**src/rtl/fmdc_cfg.svh**
```systemverilog
// constants of the fsk modem digital control block
`ifndef FMDC_CFG_SVH
`define FMDC_CFG_SVH

`define FMDC_CLK_HZ       25000000
`define FMDC_MARK_HZ      1200
`define FMDC_SPACE_HZ     2200
`define FMDC_KICK_HZ      1800
`define FMDC_NCO_ONE      64'h0000000001000000
`define FMDC_MARK_INC     24'(64'(`FMDC_MARK_HZ) * `FMDC_NCO_ONE / 64'(`FMDC_CLK_HZ))
`define FMDC_SPACE_INC    24'(64'(`FMDC_SPACE_HZ) * `FMDC_NCO_ONE / 64'(`FMDC_CLK_HZ))
`define FMDC_KICK_CYC     (`FMDC_CLK_HZ / `FMDC_KICK_HZ)
`define FMDC_CD_GAP_US    2500
`define FMDC_CD_GAP_CYC   (`FMDC_CD_GAP_US * (`FMDC_CLK_HZ / 1000000))
`define FMDC_CD_PULSES    3'h4
`define FMDC_RX_SPLIT_CYC (`FMDC_CLK_HZ * 2 / (`FMDC_MARK_HZ + `FMDC_SPACE_HZ))
`define FMDC_WDOG_CYC     2500000

`define FMDC_OFS_CFG      12'h000
`define FMDC_OFS_DAC      12'h004
`define FMDC_OFS_STAT     12'h008

`define FMDC_BIT_KICKSEL  0
`define FMDC_BIT_CORE_DIV 1
`define FMDC_BIT_AUX_DIV  3

`define FMDC_CFG_RST      16'h0000
`define FMDC_DAC_RST      16'h8000

`define FMDC_TONE_HI      8'hc0
`define FMDC_TONE_LO      8'h40
`define FMDC_TONE_IDLE    8'h80

`endif

```
**src/rtl/fmdc_pkg.sv**
```systemverilog
// types of the fsk modem digital control block
package fmdc_pkg;
  typedef logic [15:0] fmdc_word_type;
  typedef enum logic {SPI_IDLE, SPI_SHIFT} fmdc_spi_state_type;
endpackage

```
**src/rtl/fmdc_modem.sv**
```systemverilog
// fsk modem digital control: transmit tone, carrier, receive, config, clocks, watchdog
`timescale 1ns/1ps
`include "fmdc_cfg.svh"
module fmdc_modem import fmdc_pkg::*; #(
  parameter int CD_GAP_CYC   = `FMDC_CD_GAP_CYC,
  parameter int RX_SPLIT_CYC = `FMDC_RX_SPLIT_CYC,
  parameter int WDOG_CYC     = `FMDC_WDOG_CYC,
  parameter int KICK_CYC     = `FMDC_KICK_CYC
) (
  input  wire logic        clk,
  input  wire logic        rst,
  input  wire logic        psel,
  input  wire logic        penable,
  input  wire logic        pwrite,
  input  wire logic [11:0] paddr,
  input  wire logic [31:0] pwdata,
  output logic      [31:0] prdata,
  output logic             pready,
  output logic             pslverr,
  input  wire logic        logicResetN,
  input  wire logic        sendRequestN,
  input  wire logic        txData,
  input  wire logic        toneIn,
  input  wire logic        carrierPulse,
  input  wire logic        spiClk,
  input  wire logic        spiData,
  input  wire logic        spiSelect,
  input  wire logic        kickIn,
  input  wire logic        jumpStrap,
  output logic      [7:0]  toneOut,
  output logic             txActive,
  output logic             rxBit,
  output logic             carrierPresent,
  output logic             rxBitIdleHigh,
  output logic             auxClockOut,
  output logic             coreClockOut,
  output logic             dacOut
);
  localparam int GW = $clog2(CD_GAP_CYC + 1);
  localparam int PW = $clog2(RX_SPLIT_CYC * 2 + 1);
  localparam int WW = $clog2(WDOG_CYC + 1);
  localparam int KW = $clog2(KICK_CYC);

  if (CD_GAP_CYC < 2 || RX_SPLIT_CYC < 2 || WDOG_CYC < 2 || KICK_CYC < 2) begin : g_bad
    $error("timing counts too small");
  end

  // synchronised pins
  logic [9:0] pinQ;
  logic       logicResetNQ, sendRequestNQ, txDataQ, toneInQ, carrierPulseQ;
  logic       spiClkQ, spiDataQ, spiSelectQ, kickInQ, jumpStrapQ;

  // reset pin starts asserted: hold lasts until its synchroniser settles
  fmdc_sync3 #(.W(10), .RST_VAL(10'h002)) u_sync (
    .clk (clk),
    .rst (rst),
    .d   ({jumpStrap, kickIn, spiSelect, spiData, spiClk,
           carrierPulse, toneIn, txData, sendRequestN, logicResetN}),
    .q   (pinQ)
  );
  assign {jumpStrapQ, kickInQ, spiSelectQ, spiDataQ, spiClkQ,
          carrierPulseQ, toneInQ, txDataQ, sendRequestNQ, logicResetNQ} = pinQ;

  // logic reset pin registered into a reset for all but the synchroniser and edge detection
  logic holdRst_r, holdRst_nxt, rstAll;
  always_comb begin
    holdRst_nxt = ~logicResetNQ;
  end
  always_ff @(posedge clk or posedge rst) begin
    if (rst) holdRst_r <= 1'b1;
    else holdRst_r <= holdRst_nxt;
  end
  assign rstAll = rst | holdRst_r;

  // edge detection
  logic [4:0] prev_r, prev_nxt;
  logic       spiClkRise, spiSelFall, kickRise, toneRise, cpRise;
  always_comb begin
    prev_nxt = {spiClkQ, spiSelectQ, kickInQ, toneInQ, carrierPulseQ};
  end
  always_ff @(posedge clk or posedge rst) begin
    if (rst) prev_r <= '0;
    else prev_r <= prev_nxt;
  end
  assign spiClkRise = spiClkQ & ~prev_r[4];
  assign spiSelFall = ~spiSelectQ & prev_r[3];
  assign kickRise   = kickInQ & ~prev_r[2];
  assign toneRise   = toneInQ & ~prev_r[1];
  assign cpRise     = carrierPulseQ & ~prev_r[0];

  // serial configuration port and register bus
  fmdc_spi_state_type spiSt_r, spiSt_nxt;
  fmdc_word_type      spiShift_r, spiShift_nxt, cfg_r, cfg_nxt, dacVal_r, dacVal_nxt;
  logic [4:0]         spiBits_r, spiBits_nxt;
  logic [31:0]        prdata_r, prdata_nxt;
  logic               pready_r, pready_nxt, pslverr_r, pslverr_nxt;
  logic               apbSetup, apbWrite, spiApply;
  logic               carrier_r, rxBit_r, txActive_r, alarm_r, jumpSel_r;

  assign apbSetup = psel & ~penable;
  assign apbWrite = psel & penable & pready_r & pwrite;
  assign spiApply = (spiSt_r == SPI_SHIFT) && spiSelFall &&
                    (spiBits_r == 5'h08 || spiBits_r == 5'h10);

  always_comb begin
    spiSt_nxt    = spiSt_r;
    spiShift_nxt = spiShift_r;
    spiBits_nxt  = spiBits_r;
    cfg_nxt      = cfg_r;
    dacVal_nxt   = dacVal_r;
    pready_nxt   = apbSetup;
    pslverr_nxt  = 1'b0;
    prdata_nxt   = prdata_r;
    unique case (spiSt_r)
      SPI_IDLE: begin
        spiBits_nxt = '0;
        if (spiSelectQ) spiSt_nxt = SPI_SHIFT;
      end
      SPI_SHIFT: begin
        if (spiClkRise && spiBits_r != 5'h1f) begin
          spiShift_nxt = {spiShift_r[14:0], spiDataQ};
          spiBits_nxt  = spiBits_r + 5'h01;
        end
        if (spiSelFall) spiSt_nxt = SPI_IDLE;
      end
    endcase
    if (apbWrite && paddr == `FMDC_OFS_CFG) cfg_nxt = pwdata[15:0];
    if (apbWrite && paddr == `FMDC_OFS_DAC) dacVal_nxt = pwdata[15:0];
    if (spiApply && spiBits_r == 5'h08) cfg_nxt[7:0] = spiShift_r[7:0];
    if (spiApply && spiBits_r == 5'h10) cfg_nxt = spiShift_r;
    if (apbSetup) begin
      prdata_nxt = '0;
      unique case (paddr)
        `FMDC_OFS_CFG:  prdata_nxt = {16'h0000, cfg_r};
        `FMDC_OFS_DAC:  prdata_nxt = {16'h0000, dacVal_r};
        `FMDC_OFS_STAT: prdata_nxt = {27'h0, jumpSel_r, alarm_r, txActive_r,
                                      rxBit_r, carrier_r};
        default:        pslverr_nxt = 1'b1;
      endcase
    end
  end

  always_ff @(posedge clk or posedge rstAll) begin
    if (rstAll) begin
      spiSt_r    <= SPI_IDLE;
      spiShift_r <= '0;
      spiBits_r  <= '0;
      cfg_r      <= `FMDC_CFG_RST;
      dacVal_r   <= `FMDC_DAC_RST;
      prdata_r   <= '0;
      pready_r   <= 1'b0;
      pslverr_r  <= 1'b0;
    end else begin
      spiSt_r    <= spiSt_nxt;
      spiShift_r <= spiShift_nxt;
      spiBits_r  <= spiBits_nxt;
      cfg_r      <= cfg_nxt;
      dacVal_r   <= dacVal_nxt;
      prdata_r   <= prdata_nxt;
      pready_r   <= pready_nxt;
      pslverr_r  <= pslverr_nxt;
    end
  end

  // transmit: phase-continuous oscillator
  logic [23:0] phase_r, phase_nxt;
  logic [7:0]  tone_r, tone_nxt;
  logic        txActive_nxt;
  always_comb begin
    txActive_nxt = ~sendRequestNQ;
    phase_nxt    = phase_r;
    tone_nxt     = `FMDC_TONE_IDLE;
    if (txActive_nxt) begin
      phase_nxt = phase_r + (txDataQ ? `FMDC_MARK_INC : `FMDC_SPACE_INC);
      tone_nxt  = phase_nxt[23] ? `FMDC_TONE_HI : `FMDC_TONE_LO;
    end
  end
  always_ff @(posedge clk or posedge rstAll) begin
    if (rstAll) begin
      phase_r    <= '0;
      tone_r     <= `FMDC_TONE_IDLE;
      txActive_r <= 1'b0;
    end else begin
      phase_r    <= phase_nxt;
      tone_r     <= tone_nxt;
      txActive_r <= txActive_nxt;
    end
  end

  // carrier detect and demodulation
  logic [GW-1:0] gap_r, gap_nxt;
  logic [2:0]    pulses_r, pulses_nxt;
  logic [PW-1:0] period_r, period_nxt;
  logic          rxRaw_r, rxRaw_nxt, carrier_nxt, rxBit_nxt, idleHigh_r, idleHigh_nxt;
  logic          gapOver;
  assign gapOver = gap_r >= GW'(CD_GAP_CYC);
  always_comb begin
    gap_nxt    = gapOver ? gap_r : gap_r + GW'(1);
    pulses_nxt = pulses_r;
    if (cpRise) begin
      gap_nxt = '0;
      if (gapOver) pulses_nxt = 3'h1;
      else if (pulses_r != `FMDC_CD_PULSES) pulses_nxt = pulses_r + 3'h1;
    end else if (gapOver) begin
      pulses_nxt = '0;
    end
    if (!sendRequestNQ) pulses_nxt = '0;
    carrier_nxt = sendRequestNQ && pulses_nxt == `FMDC_CD_PULSES;
    period_nxt  = (period_r == {PW{1'b1}}) ? period_r : period_r + PW'(1);
    rxRaw_nxt   = rxRaw_r;
    if (toneRise) begin
      period_nxt = '0;
      rxRaw_nxt  = period_r >= PW'(RX_SPLIT_CYC);
    end
    rxBit_nxt    = carrier_nxt & rxRaw_nxt;
    idleHigh_nxt = ~carrier_nxt | rxBit_nxt;
  end
  always_ff @(posedge clk or posedge rstAll) begin
    if (rstAll) begin
      gap_r      <= '0;
      pulses_r   <= '0;
      period_r   <= '0;
      rxRaw_r    <= 1'b0;
      carrier_r  <= 1'b0;
      rxBit_r    <= 1'b0;
      idleHigh_r <= 1'b1;
    end else begin
      gap_r      <= gap_nxt;
      pulses_r   <= pulses_nxt;
      period_r   <= period_nxt;
      rxRaw_r    <= rxRaw_nxt;
      carrier_r  <= carrier_nxt;
      rxBit_r    <= rxBit_nxt;
      idleHigh_r <= idleHigh_nxt;
    end
  end

  // two clock dividers, ratio 2 << select
  logic [1:0] clkOut_r;
  for (genvar i = 0; i < 2; i++) begin : g_div
    logic [3:0] cnt_r, cnt_nxt, lim;
    logic       clk_nxt;
    assign lim = (4'h1 << cfg_r[(i == 0 ? `FMDC_BIT_CORE_DIV : `FMDC_BIT_AUX_DIV) +: 2])
                 - 4'h1;
    always_comb begin
      cnt_nxt = cnt_r + 4'h1;
      clk_nxt = clkOut_r[i];
      if (cnt_r >= lim) begin
        cnt_nxt = '0;
        clk_nxt = ~clkOut_r[i];
      end
    end
    always_ff @(posedge clk or posedge rstAll) begin
      if (rstAll) begin
        cnt_r       <= '0;
        clkOut_r[i] <= 1'b0;
      end else begin
        cnt_r       <= cnt_nxt;
        clkOut_r[i] <= clk_nxt;
      end
    end
  end

  // watchdog and alarm strap
  logic [KW-1:0] tick_r, tick_nxt;
  logic [WW-1:0] wd_r, wd_nxt;
  logic          alarm_nxt, strapTaken_r, jumpSel_nxt, kick;
  assign kick = cfg_r[`FMDC_BIT_KICKSEL] ? kickRise : (tick_r == KW'(KICK_CYC - 1));
  always_comb begin
    tick_nxt    = (tick_r == KW'(KICK_CYC - 1)) ? '0 : tick_r + KW'(1);
    wd_nxt      = (wd_r == WW'(WDOG_CYC)) ? wd_r : wd_r + WW'(1);
    alarm_nxt   = alarm_r | (wd_r == WW'(WDOG_CYC));
    jumpSel_nxt = strapTaken_r ? jumpSel_r : jumpStrapQ;
    if (kick) begin
      wd_nxt    = '0;
      alarm_nxt = 1'b0;
    end
  end
  always_ff @(posedge clk or posedge rstAll) begin
    if (rstAll) begin
      tick_r       <= '0;
      wd_r         <= '0;
      alarm_r      <= 1'b0;
      jumpSel_r    <= 1'b0;
      strapTaken_r <= 1'b0;
    end else begin
      tick_r       <= tick_nxt;
      wd_r         <= wd_nxt;
      alarm_r      <= alarm_nxt;
      jumpSel_r    <= jumpSel_nxt;
      strapTaken_r <= 1'b1;
    end
  end

  fmdc_sigdelta #(.W(16)) u_dac (
    .clk       (clk),
    .rst       (rstAll),
    .level     (dacVal_r),
    .force_    (alarm_r),
    .forceHigh (jumpSel_r),
    .bitOut    (dacOut)
  );

  assign prdata         = prdata_r;
  assign pready         = pready_r;
  assign pslverr        = pslverr_r;
  assign toneOut        = tone_r;
  assign txActive       = txActive_r;
  assign rxBit          = rxBit_r;
  assign carrierPresent = carrier_r;
  assign rxBitIdleHigh  = idleHigh_r;
  assign coreClockOut   = clkOut_r[0];
  assign auxClockOut    = clkOut_r[1];

  localparam int GAP = CD_GAP_CYC;
endmodule

```
**src/rtl/fmdc_sigdelta.sv**
```systemverilog
// first-order sigma-delta converter bitstream with alarm override
`timescale 1ns/1ps
module fmdc_sigdelta import fmdc_pkg::*; #(
  parameter int W = 16
) (
  input  wire logic         clk,
  input  wire logic         rst,
  input  wire logic [W-1:0] level,
  input  wire logic         force_,
  input  wire logic         forceHigh,
  output logic              bitOut
);
  logic [W-1:0] acc_r, acc_nxt;
  logic         out_r, out_nxt;

  if (W < 2) begin : g_bad
    $error("converter width too small");
  end

  always_comb begin
    {out_nxt, acc_nxt} = {1'b0, acc_r} + {1'b0, level};
    if (force_) begin
      out_nxt = forceHigh;
      acc_nxt = '0;
    end
  end

  always_ff @(posedge clk or posedge rst) begin
    if (rst) begin
      acc_r <= '0;
      out_r <= 1'b0;
    end else begin
      acc_r <= acc_nxt;
      out_r <= out_nxt;
    end
  end
  assign bitOut = out_r;
endmodule

```
**src/rtl/fmdc_sync3.sv**
```systemverilog
// three-stage synchroniser, a change counts once stages two and three agree
`timescale 1ns/1ps
module fmdc_sync3 import fmdc_pkg::*; #(
  parameter int          W       = 1,
  parameter logic [W-1:0] RST_VAL = '0
) (
  input  wire logic         clk,
  input  wire logic         rst,
  input  wire logic [W-1:0] d,
  output logic      [W-1:0] q
);
  if (W < 1) begin : g_bad
    $error("sync width must be at least one");
  end

  for (genvar i = 0; i < W; i++) begin : g_bit
    logic s1_r, s2_r, s3_r, q_r, q_nxt;
    always_comb begin
      q_nxt = (s2_r == s3_r) ? s3_r : q_r;
    end
    always_ff @(posedge clk or posedge rst) begin
      if (rst) begin
        s1_r <= RST_VAL[i];
        s2_r <= RST_VAL[i];
        s3_r <= RST_VAL[i];
        q_r  <= RST_VAL[i];
      end else begin
        s1_r <= d[i];
        s2_r <= s1_r;
        s3_r <= s2_r;
        q_r  <= q_nxt;
      end
    end
    assign q[i] = q_r;
  end
endmodule

```
**config.mk**
```make
export PLATFORM = sky130hd
export DESIGN_NAME = fmdc_modem
export DESIGN_NICKNAME = d
export VERILOG_FILES = /design/src/rtl/fmdc_pkg.sv /design/src/rtl/fmdc_modem.sv /design/src/rtl/fmdc_sigdelta.sv /design/src/rtl/fmdc_sync3.sv
export VERILOG_INCLUDE_DIRS = /design/src /design/src/rtl
export SDC_FILE = /design/constraint.sdc
export NUM_CORES = 1
export LEC_CHECK = 0
export BUFFER_PORTS_ARGS = -buffer_cell sky130_fd_sc_hd__buf_2
export CAP_MARGIN = 20
export CORE_AREA = 5 5 166 152
export DETAILED_ROUTE_END_ITERATION = 8
export DIE_AREA = 0 0 171 157
export MAX_ROUTING_LAYER = met4
export PLACE_DENSITY = 0.69
export SYNTH_ARGS = -nofsm -noshare
export SYNTH_HDL_FRONTEND = slang
export SYNTH_SLANG_ARGS = --single-unit
```
**constraint.sdc**
```tcl
create_clock -name clk -period 15.2 [get_ports clk]
set_input_delay 0.76 -clock clk [delete_from_list [all_inputs] [get_ports clk]]
set_output_delay 0.76 -clock clk [all_outputs]
set_load 0.02 [all_outputs]
```
==> results of run 1 <==
[flip-flops by register name, indices dropped and copies added, names as in the netlist, 3 cells and up]
name / count
u_sync.g_bit.q_r: 10
u_sync.g_bit.s2_r: 10
u_dac.acc_r: 16
wd_r: 22
g_div.cnt_r: 8
pulses_r: 3
u_sync.g_bit.s3_r: 10
cfg_r: 16
tick_r: 14
period_r: 15
prev_r: 5
prdata: 16
u_sync.g_bit.s1_r: 10
phase_r: 24
spiShift_r: 16
gap_r: 16
spiBits_r: 5
dacVal_r: 16
[cell usage in the layout, fill, tap and decap left out, types with 9 or more instances in the layout]
cell type / instances
dfrtp_1: 240
nor2_1: 132
buf_2: 69
nand2_1: 65
xor2_1: 53
ha_1: 43
a21oi_1: 42
xnor2_1: 40
nand3_1: 35
mux2i_1: 35
inv_1: 34
clkbuf_16: 27
mux2_2: 25
conb_1: 23
o21ai_0: 21
nor3_1: 20
nand4_1: 19
o21ai_1: 18
and3_1: 15
clkbuf_1: 14
nor2b_1: 13
mux2_1: 10
maj3_1: 10
a21o_1: 9
[power by group]
| group | switching [mW] | leakage, nW | internal, mW |
|---|---|---|---|
| Sequential | 0.0684 | 3.18 | 0.736 |
| Combinational | 0.140 | 2.58 | 0.114 |
| Clock | 0.253 | 0.395 | 0.345 |
| Total | 0.461 | 6.16 | 1.20 |
[logic make-up (layout without fill, tap and decap cells)]
family	after synthesis	after routing	share of synthesized area (%)
muxes	70	70	6.48
and+or+nand+nor	365	365	16.0
xor gates and xnor gates	93	93	7.09
AOI/OAI and AO/OA	127	127	6.62
adders and majority gates	54	54	5.73
other	2	23	0.0654
buffers and inverters	88	161	3.90
DFF	248	248	54.1
[cells in the mapped netlist, types with 9 or more instances]
cell type	n	area share (%)
dfrtp_1	240	52
buf_4	23	1.5
o21ai_1	18	0.78
clkbuf_1	16	0.52
inv_1	35	1.1
maj3_1	10	0.87
mux2_2	25	2.5
nand3_1	35	1.5
mux2i_1	35	3.0
nand2_1	65	2.1
ha_1	43	4.7
nor2_1	133	4.3
nand4_1	19	1.0
o21ai_0	21	0.91
xnor2_1	40	3.0
nor3_1	20	0.87
and3_1	15	0.82
nor2b_1	13	0.71
a21oi_1	42	1.8
a21o_1	9	0.59
xor2_1	53	4.0
mux2_1	10	0.98
[stage by stage]
step           worst slack (ps)  utilization [%]  instances
6_report                  12560             55.5       1443
5_1_grt                   12370             55.5       1443
4_1_cts                   12540             55.5       1443
3_5_place_dp              12410             52.0       1393
3_3_place_gp              12400             52.0       1393
2_1_floorplan              2400                -       1068
[worst min path at each step]
stage	from	slack, ps	to
6_report	rst	150	gap_r[1]
3_5_place_dp	holdRst_r	170	gap_r[0]
3_3_place_gp	holdRst_r	170	gap_r[0]
2_1_floorplan	u_sync.g_bit[0].s1_r	330	u_sync.g_bit[0].s2_r
5_1_grt	rst	140	gap_r[1]
4_1_cts	rst	120	gap_r[1]
[critical path, stage by stage, from the launching register on]
cell and delay [ps]:
dfrtp_1 390, ha_1 210, and3_1 180, ha_1 190
nor3b_2 450, and2_1 680, mux2_2 420
[per-layer routing]
layer  routed length, um  share of wire, %  up-vias
met3                 960               4.4       37
li1                    -                 -     3707
met5                   0                 0        -
met2               10100                47      117
met1               10100                46     3726
met4                 558               2.6        0
[cell type report]
cell class                      instances  area (um2)  area share, %
Multi-Input combinational cell        732        4910           38.2
Clock buffer                           44         769           5.99
Clock inverter                          6        33.8          0.263
Inverter                               36         135           1.05
Timing Repair Buffer                   75         403           3.14
Sequential cell                       248        6220           48.4
Tap cell                              302         378           2.94
==> impl_metrics.toml, run 1 <==
[clock_network]
cts-hold-fix-buffers = 0
root_buffer = "clkbuf_16"
cts.sinks = 248
clk_latency_ps = 530
post-cts-setup-buffer-count = 0
cts_buffer_depth = 3
post_cts_resized = 0
clk_pin_slew_worst_paths_ps = 60
cts_tree = "yes"
htreeDepth = 1
numCtsBuffers = 27

[routing]
wire_per_inst_um = 15.0
drt_iter0_drc = 573
firstDrtPassIters = 4
drt-vias-per-instance = 5.26
vias = 7587
drc = 0
ant_nets = 0
drt_wl_total_um = 21700

[logic_synthesis]
synth_warnings = 0
synth_edf_count = 0
synth_area_mm2 = 0.0115
synthDistinctLibCells = 65
netlist_instances = 1047
synth-async-reset-ratio_pct = 100
synthFlopType = "dfrtp_1"
synth_seq_cells = 248
seq_area_frac_synth_pct = 54.1
synth_area_per_cell_um2 = 11.0

[min_path]
hp-class = "in2async"

[setup_path]
endpoint = "spiShift_r[8]"
path_class = "reg2reg"
timing.reg2reg.setup_slack_ps = 12560
start_kind = "flop"
cp.required_ps = 15600
cp-startpoint = "spiBits_r[0]"
cp_max_fo = 16
rr_worst_depth = 6
arrival_ps = 3050
cp-end-kind = "flop"
reg2reg_to = "spiShift_r[8]"
reg2reg_from = "spiBits_r[0]"

[power_and_ir_drop]
p_leak_nw = 6.16
ir_drop_mv = 0.120
power_mw = 1.66
power_density_mw_per_mm2 = 129

[place]
dp_hpwl_um = 14500
placed_cell_area_mm2 = 0.0120
gp_congestion = 0.844
numPortBuffers = 69

[global_routing]
gr-usage-all-layers_pct = 16.7
grt_pass1_wl_um = 36600
use_met2_pct = 25.8
grt_pass1_vias = 7452
grt.busiest_layer = "met2"
grt_max_degree = 201
grt_use_met1_pct = 23.0
gr-total-overflow = 0
antenna_found_initial = 0
use_met3_pct = 2.71

[layout]
num_antenna_cells = 0
area_delta_synth_final_pct = 11.8
post-route-cell-area_mm2 = 0.0128
fillers = 1981
nNetsFinal = 1223
drive_above_1_share_pct = 13.9

[timing]
finalSetupViolCount = 0
rsz0062_at_grt = "false"
fmax_mhz = 379
finClkSkew_ps = 9.16
slew_headroom_pct = 28.1
tightest_slew_ps = 1080
fin_setup_tns_ps = 0
holdWs_ps = 149
fin_crit_ps = 2640
slew_viol_final = 0
min_period_over_period_pct = 17.4
hold_viol = 0

[floorplan]
fp.dieArea_mm2 = 0.0268
core_mm2 = 0.0231
ioPinCount = 108
die_w_um = 171
initial_core_util_pct = 49.6
std_cell_rows = 53
chipHeight_um = 157

[status]
status = "complete, no violations"

[run]
drv_cap = 0
Note: power is estimated with default switching activity, not from simulation.
==> run 2, diff against run 1 <==
--- a/config.mk
+++ b/config.mk
@@ -6,13 +6,14 @@
 export SDC_FILE = /design/constraint.sdc
 export NUM_CORES = 1
 export LEC_CHECK = 0
+export ABC_AREA = 1
 export BUFFER_PORTS_ARGS = -buffer_cell sky130_fd_sc_hd__buf_2
 export CAP_MARGIN = 20
-export CORE_AREA = 5 5 166 152
+export CORE_AREA = 5 5 172 158
 export DETAILED_ROUTE_END_ITERATION = 8
-export DIE_AREA = 0 0 171 157
+export DIE_AREA = 0 0 177 163
 export MAX_ROUTING_LAYER = met4
-export PLACE_DENSITY = 0.69
+export PLACE_DENSITY = 0.71
 export SYNTH_ARGS = -nofsm -noshare
 export SYNTH_HDL_FRONTEND = slang
 export SYNTH_SLANG_ARGS = --single-unit
==> constraint.sdc (replaced) <==
create_clock -name clk -period 2.4 [get_ports clk]
set_input_delay 0.12 -clock clk [delete_from_list [all_inputs] [get_ports clk]]
set_output_delay 0.12 -clock clk [all_outputs]
set_load 0.02 [all_outputs]
==> impl_metrics.toml, run 2 <==
[status]
status = "complete, no violations"

[clock_network]
clk_latency_ps = 530
cts.sinks = 248
cts_buffer_depth = 3
clk_pin_slew_worst_paths_ps = 60
htreeDepth = 1
numCtsBuffers = 26
post-cts-setup-buffer-count = 0
cts_tree = "yes"
root_buffer = "clkbuf_16"

[power_and_ir_drop]
p_leak_nw = 7.12
power_density_mw_per_mm2 = 777
power_mw = 11.1
ir_drop_mv = 0.604

[layout]
final_common_cell = "nand2_1"
top_regs = "phase_r: 24 flops, wd_r: 22 flops"
fillers = 2332
area_delta_synth_final_pct = 15.3
post-route-cell-area_mm2 = 0.0142
largest_register_ffs = 24
layout_common_cells = "396 x nand2_1, 240 x dfrtp_1, 171 x nor2_1"
nNetsFinal = 1716
drive_above_1_share_pct = 11.0
final_cells = 1979
num_antenna_cells = 0
top_register = "phase_r"

[floorplan]
ioPinCount = 108
chipHeight_um = 163
die_w_um = 177
core_mm2 = 0.0254
fp.dieArea_mm2 = 0.0289
std_cell_rows = 56
initial_core_util_pct = 48.7

[setup_path]
path_buf_inv = 2
critPathMaxStageDelay_ps = 410
crit_chain = "ha_1 -> nand2_1 -> nor2_1 -> ha_1 -> nor3b_1 -> inv_1 -> nor2_2 -> buf_4 -> nand2_1 -> o21ai_0"
cp_top_family = "simple AND/OR/NAND/NOR gates"
cp-end-kind = "flop"
crit_slowest_cell = "dfrtp_1"
path_class = "reg2reg"
cp.required_ps = 2840
start_kind = "flop"
arrival_ps = 2390
cp_max_fo = 33

[timing]
fin_crit_ps = 1950
tightest_slew_ps = 669
fin_setup_tns_ps = 0
hold_viol = 0
rsz0062_at_grt = "false"
fmax_mhz = 513
holdWs_ps = 33.4
slew_headroom_pct = 55.3
finalSetupViolCount = 0
slew_viol_final = 0
min_period_over_period_pct = 81.2
finClkSkew_ps = 15.3

[logic_synthesis]
synth_top_area_share_pct = 48.6
yosys.area.top_type = "dfrtp_1"
synth.most_common_cell = "nand2_1"
synth_seq_cells = 248
ys_top_cells_by_area = "dfrtp_1 49%, nand2_1 12%, nor2_1 5.2%"
synthFlopType = "dfrtp_1"
synth-async-reset-ratio_pct = 100
synth_area_per_cell_um2 = 8.25
seq_area_frac_synth_pct = 50.3
synth_warnings = 0
synth_area_mm2 = 0.0124
synth_edf_count = 0
synthTopCellsByCount = "396 x nand2_1, 240 x dfrtp_1, 172 x nor2_1"
netlist_instances = 1499
synthDistinctLibCells = 50

[place]
gp_congestion = 0.905
dp_hpwl_um = 18900
placed_cell_area_mm2 = 0.0131
dp_cells = 1904
numPortBuffers = 69

[routing]
wire_per_inst_um = 13.5
drt_iter0_drc = 657
drt_wl_total_um = 26700
vias = 10001
drc = 0
ant_nets = 0
firstDrtPassIters = 5
drt-vias-per-instance = 5.05

[global_routing]
grt_pass1_wl_um = 45800
gr-total-overflow = 0
antenna_found_initial = 0
grt_max_degree = 95
grt_pass1_vias = 9763
gr-usage-all-layers_pct = 19.5

[min_path]
hp-class = "in2reg"

[run]
drv_cap = 0
run 2: cell count changes after synthesis, moves of 33 or more:
cell | previous run | this run
nand2_1 | 65 | 396
inv_1 | 35 | 154
mux2i_1 | 35 | 0
nand3_1 | 35 | 98
nor2_1 | 133 | 172
o21ai_0 | 21 | 55
xor2_1 | 53 | 20
o21ai_1 | 18 | 57
run 2: tightest hold or removal path, cell delays in order:
cell and delay (ps):
buf_2 110, inv_1 40, nor2_1 30, buf_4 190
run 2: stage by stage:
step	utilization, %	setup WS [ps]
after floorplan	-	-1940
after global placement	51.5	516
after global routing	56.2	205
final	56.2	451
after CTS	56.1	422
after detailed placement	51.5	445
run 2: report_power, final:
group          total [mW]  leakage (nW)  switching [mW]  internal, mW
clock                4.07         0.434            1.59          2.48
combinational        1.95          3.50            1.21         0.737
sequential           5.05          3.19           0.388          4.66
run 2: logic make-up (layout without fill, tap and decap cells):
group / count (synthesis) / count (layout) / share of synthesized area [%]
flip-flops: 248 / 248 / 50.3
multiplexers: 1 / 1 / 0.0911
AO/OA/AOI/OAI: 185 / 185 / 8.24
adder cells (fa/ha/maj): 54 / 54 / 5.32
XOR/XNOR: 32 / 32 / 2.27
buffers and inverters: 216 / 327 / 7.48
AND/OR/NAND/NOR: 761 / 761 / 26.3
other: 2 / 23 / 0.0607
run 2: layer usage:
metal  vias up  share of wire, %  track usage (%)
li1       5024                 -                -
met5         -                 0                -
met4         0               2.1             4.18
met3        34               4.2             2.58
met2       200                48             32.9
met1      4743                46             25.4
run 2: final timing paths:
kind                              startpoint  slack, ps  cells past startpoint                  end
worst max register to register  spiBits_r[0]        450                     10        spiShift_r[9]
worst min-delay path                    psel         30                      4               pready
min in group asynchronous                rst        160                      3  u_sync.g_bit[5].q_r
worst max-delay path            spiBits_r[0]        450                     10        spiShift_r[9]
max in group asynchronous          holdRst_r       1270                      3            prdata[3]
worst min register to register     holdRst_r        250                      1          period_r[0]
run 2: timing repair:
item,CTS,global route
resized for setup,0,0
endpoints found under the setup margin,0,0
hold buffers,28,0
hold endpoints to repair,106,0
run 2: area by class of cell:
type                       instances  area, um2  share of cell area, %
tap                              348        435                   3.06
sequential                       248       6220                   43.6
timing repair buffer             113        783                   5.50
multi-input combinational       1056       5310                   37.3
clock inverter                     6       80.1                  0.562
clock buffer                      40        795                   5.58
inverter                         168        631                   4.43
==> run 3, diff against run 2 <==
--- a/config.mk
+++ b/config.mk
@@ -13,7 +13,7 @@
 export DETAILED_ROUTE_END_ITERATION = 8
 export DIE_AREA = 0 0 177 163
 export MAX_ROUTING_LAYER = met4
-export PLACE_DENSITY = 0.71
+export PLACE_DENSITY = 0.68
 export SYNTH_ARGS = -nofsm -noshare
 export SYNTH_HDL_FRONTEND = slang
 export SYNTH_SLANG_ARGS = --single-unit
==> constraint.sdc (replaced) <==
create_clock -name clk -period 1.9 [get_ports clk]
set_input_delay 0.095 -clock clk [delete_from_list [all_inputs] [get_ports clk]]
set_output_delay 0.095 -clock clk [all_outputs]
set_load 0.02 [all_outputs]
==> impl_metrics.toml, run 3 (synthesized netlist as in run 2, its figures left out) <==
[layout]
num_antenna_cells = 0
area_delta_synth_final_pct = 19.0
layout_common_cells = "389 x nand2_1, 239 x dfrtp_1, 167 x nor2_1"
nNetsFinal = 1741
largest_register_ffs = 24
drive_above_1_share_pct = 14.4
top_regs = "phase_r: 24 flops, wd_r: 22 flops"
final_common_cell = "nand2_1"
post-route-cell-area_mm2 = 0.0147
final_cells = 2003
top_register = "phase_r"

[run]
drv_cap = 0

[floorplan]
chipHeight_um = 163
std_cell_rows = 56
initial_core_util_pct = 48.7
fp.dieArea_mm2 = 0.0289
ioPinCount = 108
die_w_um = 177
core_mm2 = 0.0254

[setup_path]
path_class = "reg2reg"
crit_slowest_cell = "dfrtp_1"
arrival_ps = 2270
crit_chain = "ha_1 -> nand2_1 -> nor2_1 -> ha_1 -> nor3b_2 -> inv_2 -> nor2_4 -> buf_12 -> clkbuf_16 -> nand2_1 -> o21ai_0"
timing.reg2reg.setup_slack_ps = 70
start_kind = "flop"
cp.required_ps = 2340
critPathMaxStageDelay_ps = 400
rr_worst_depth = 11
cp-end-kind = "flop"
reg2reg_to = "spiShift_r[2]"
cp_max_fo = 17
reg2reg_from = "spiBits_r[0]"
path_buf_inv = 3
cp_top_family = "simple AND/OR/NAND/NOR gates"

[clock_network]
cts.sinks = 248
cts_tree = "yes"
cts_buffer_depth = 3
root_buffer = "clkbuf_16"
htreeDepth = 1
clk_latency_ps = 520
clk_pin_slew_worst_paths_ps = 60
numCtsBuffers = 27

[routing]
wire_per_inst_um = 13.9
drt_wl_total_um = 27800
vias = 10162
firstDrtPassIters = 7
ant_nets = 0
drt_iter0_drc = 754
drt-vias-per-instance = 5.07
drc = 0

[status]
status = "complete, no violations"

[timing]
holdWs_ps = 29.8
slew_viol_final = 0
rsz0062_at_grt = "true"
finalSetupViolCount = 0
fmax_mhz = 546
fin_crit_ps = 1830
slew_headroom_pct = 53.7
min_period_over_period_pct = 96.3
tightest_slew_ps = 693
hold_viol = 0
finClkSkew_ps = 13.1

[place]
dp_cells = 1916
dp_hpwl_um = 19400
placed_cell_area_mm2 = 0.0133
numPortBuffers = 69
gp_congestion = 0.915

[power_and_ir_drop]
power_density_mw_per_mm2 = 973
ir_drop_mv = 0.799
p_leak_nw = 7.24

[global_routing]
grt_pass1_vias = 9865
grt_max_degree = 47
gr-usage-all-layers_pct = 19.7
grt_pass1_wl_um = 46400
gr-total-overflow = 0
antenna_found_initial = 0

[min_path]
hp-start = "pwrite"
holdPathEnd = "dacVal_r[4]"
hp-class = "in2reg"
hold-path-cell-count = 5
run 3: cell count changes in the layout (fill, tap and decap cells not counted), sizes merged:
cell      change
buf          +21
bufinv        -1
clkbuf        -1
clkinv        +1
clkinvlp      +4
run 3: layer usage:
| layer | routed length (um) | global-route usage [%] | up-vias |
|---|---|---|---|
| met5 | 0 | - | - |
| met4 | 764 | 5.17 | 0 |
| met3 | 1130 | 2.48 | 53 |
| met2 | 13300 | 32.8 | 216 |
| met1 | 12600 | 25.9 | 4817 |
| li1 | - | - | 5076 |
run 3: worst max-delay path by stage:
| stage | slack, ps | from | depth (start not counted) | to |
|---|---|---|---|---|
| final | 70 | spiBits_r[0] | 11 | spiShift_r[2] |
| after floorplan | -2440 | holdRst_r | 1 | alarm_r |
| after global placement | 80 | dacVal_r[0] | 11 | u_dac.acc_r[14] |
| after CTS | 30 | dacVal_r[0] | 11 | u_dac.acc_r[14] |
| after global routing | -50 | u_sync.g_bit[2].q_r | 8 | phase_r[13] |
| after detailed placement | 40 | u_sync.g_bit[2].q_r | 8 | phase_r[17] |
run 3: final cells by class:
type | count | area, um2
Fill cell | 2287 | 10600
Tap cell | 348 | 435
Inverter | 168 | 631
Clock inverter | 10 | 85.1
Clock buffer | 36 | 749
Timing Repair Buffer | 137 | 1100
Sequential cell | 248 | 6220
Multi-Input combinational cell | 1056 | 5500
run 3: per-stage QoR:
stage                     setup WS [ps]  utilization (%)  TNS, ps  total power [mW]
after floorplan                   -2440                -  -488900              8.27
after global placement             75.1             52.2        0              8.88
after detailed placement           39.9             52.2        0              9.00
after CTS                          25.9             56.6        0              14.1
after global routing              -46.8             58.0     -161              15.2
final                              69.6             58.0        0              14.3
run 3: worst register-to-register path, cell delays in order, from the launching register on:
cell and delay [ps]:
dfrtp_1 400, ha_1 220, nand2_1 90, nor2_1 50, ha_1 180, nor3b_2 170
inv_2 80, nor2_4 120, buf_12 140, clkbuf_16 170, nand2_1 60, o21ai_0 80
run 3: where the power goes:
part	total [mW]	switching, mW	leakage [nW]	internal [mW]
Sequential	6.44	0.547	3.19	5.89
Combinational	2.94	1.72	3.65	1.22
Clock	4.95	2.07	0.402	2.89
run 3: repair_timing:
| item | CTS | global route |
|---|---|---|
| resized for setup | 0 | 44 |
| endpoints found under the hold margin | 93 | 0 |
| hold buffers | 28 | 0 |
| endpoints found under the setup margin | 0 | 54 |
| buffers inserted | 0 | 10 |
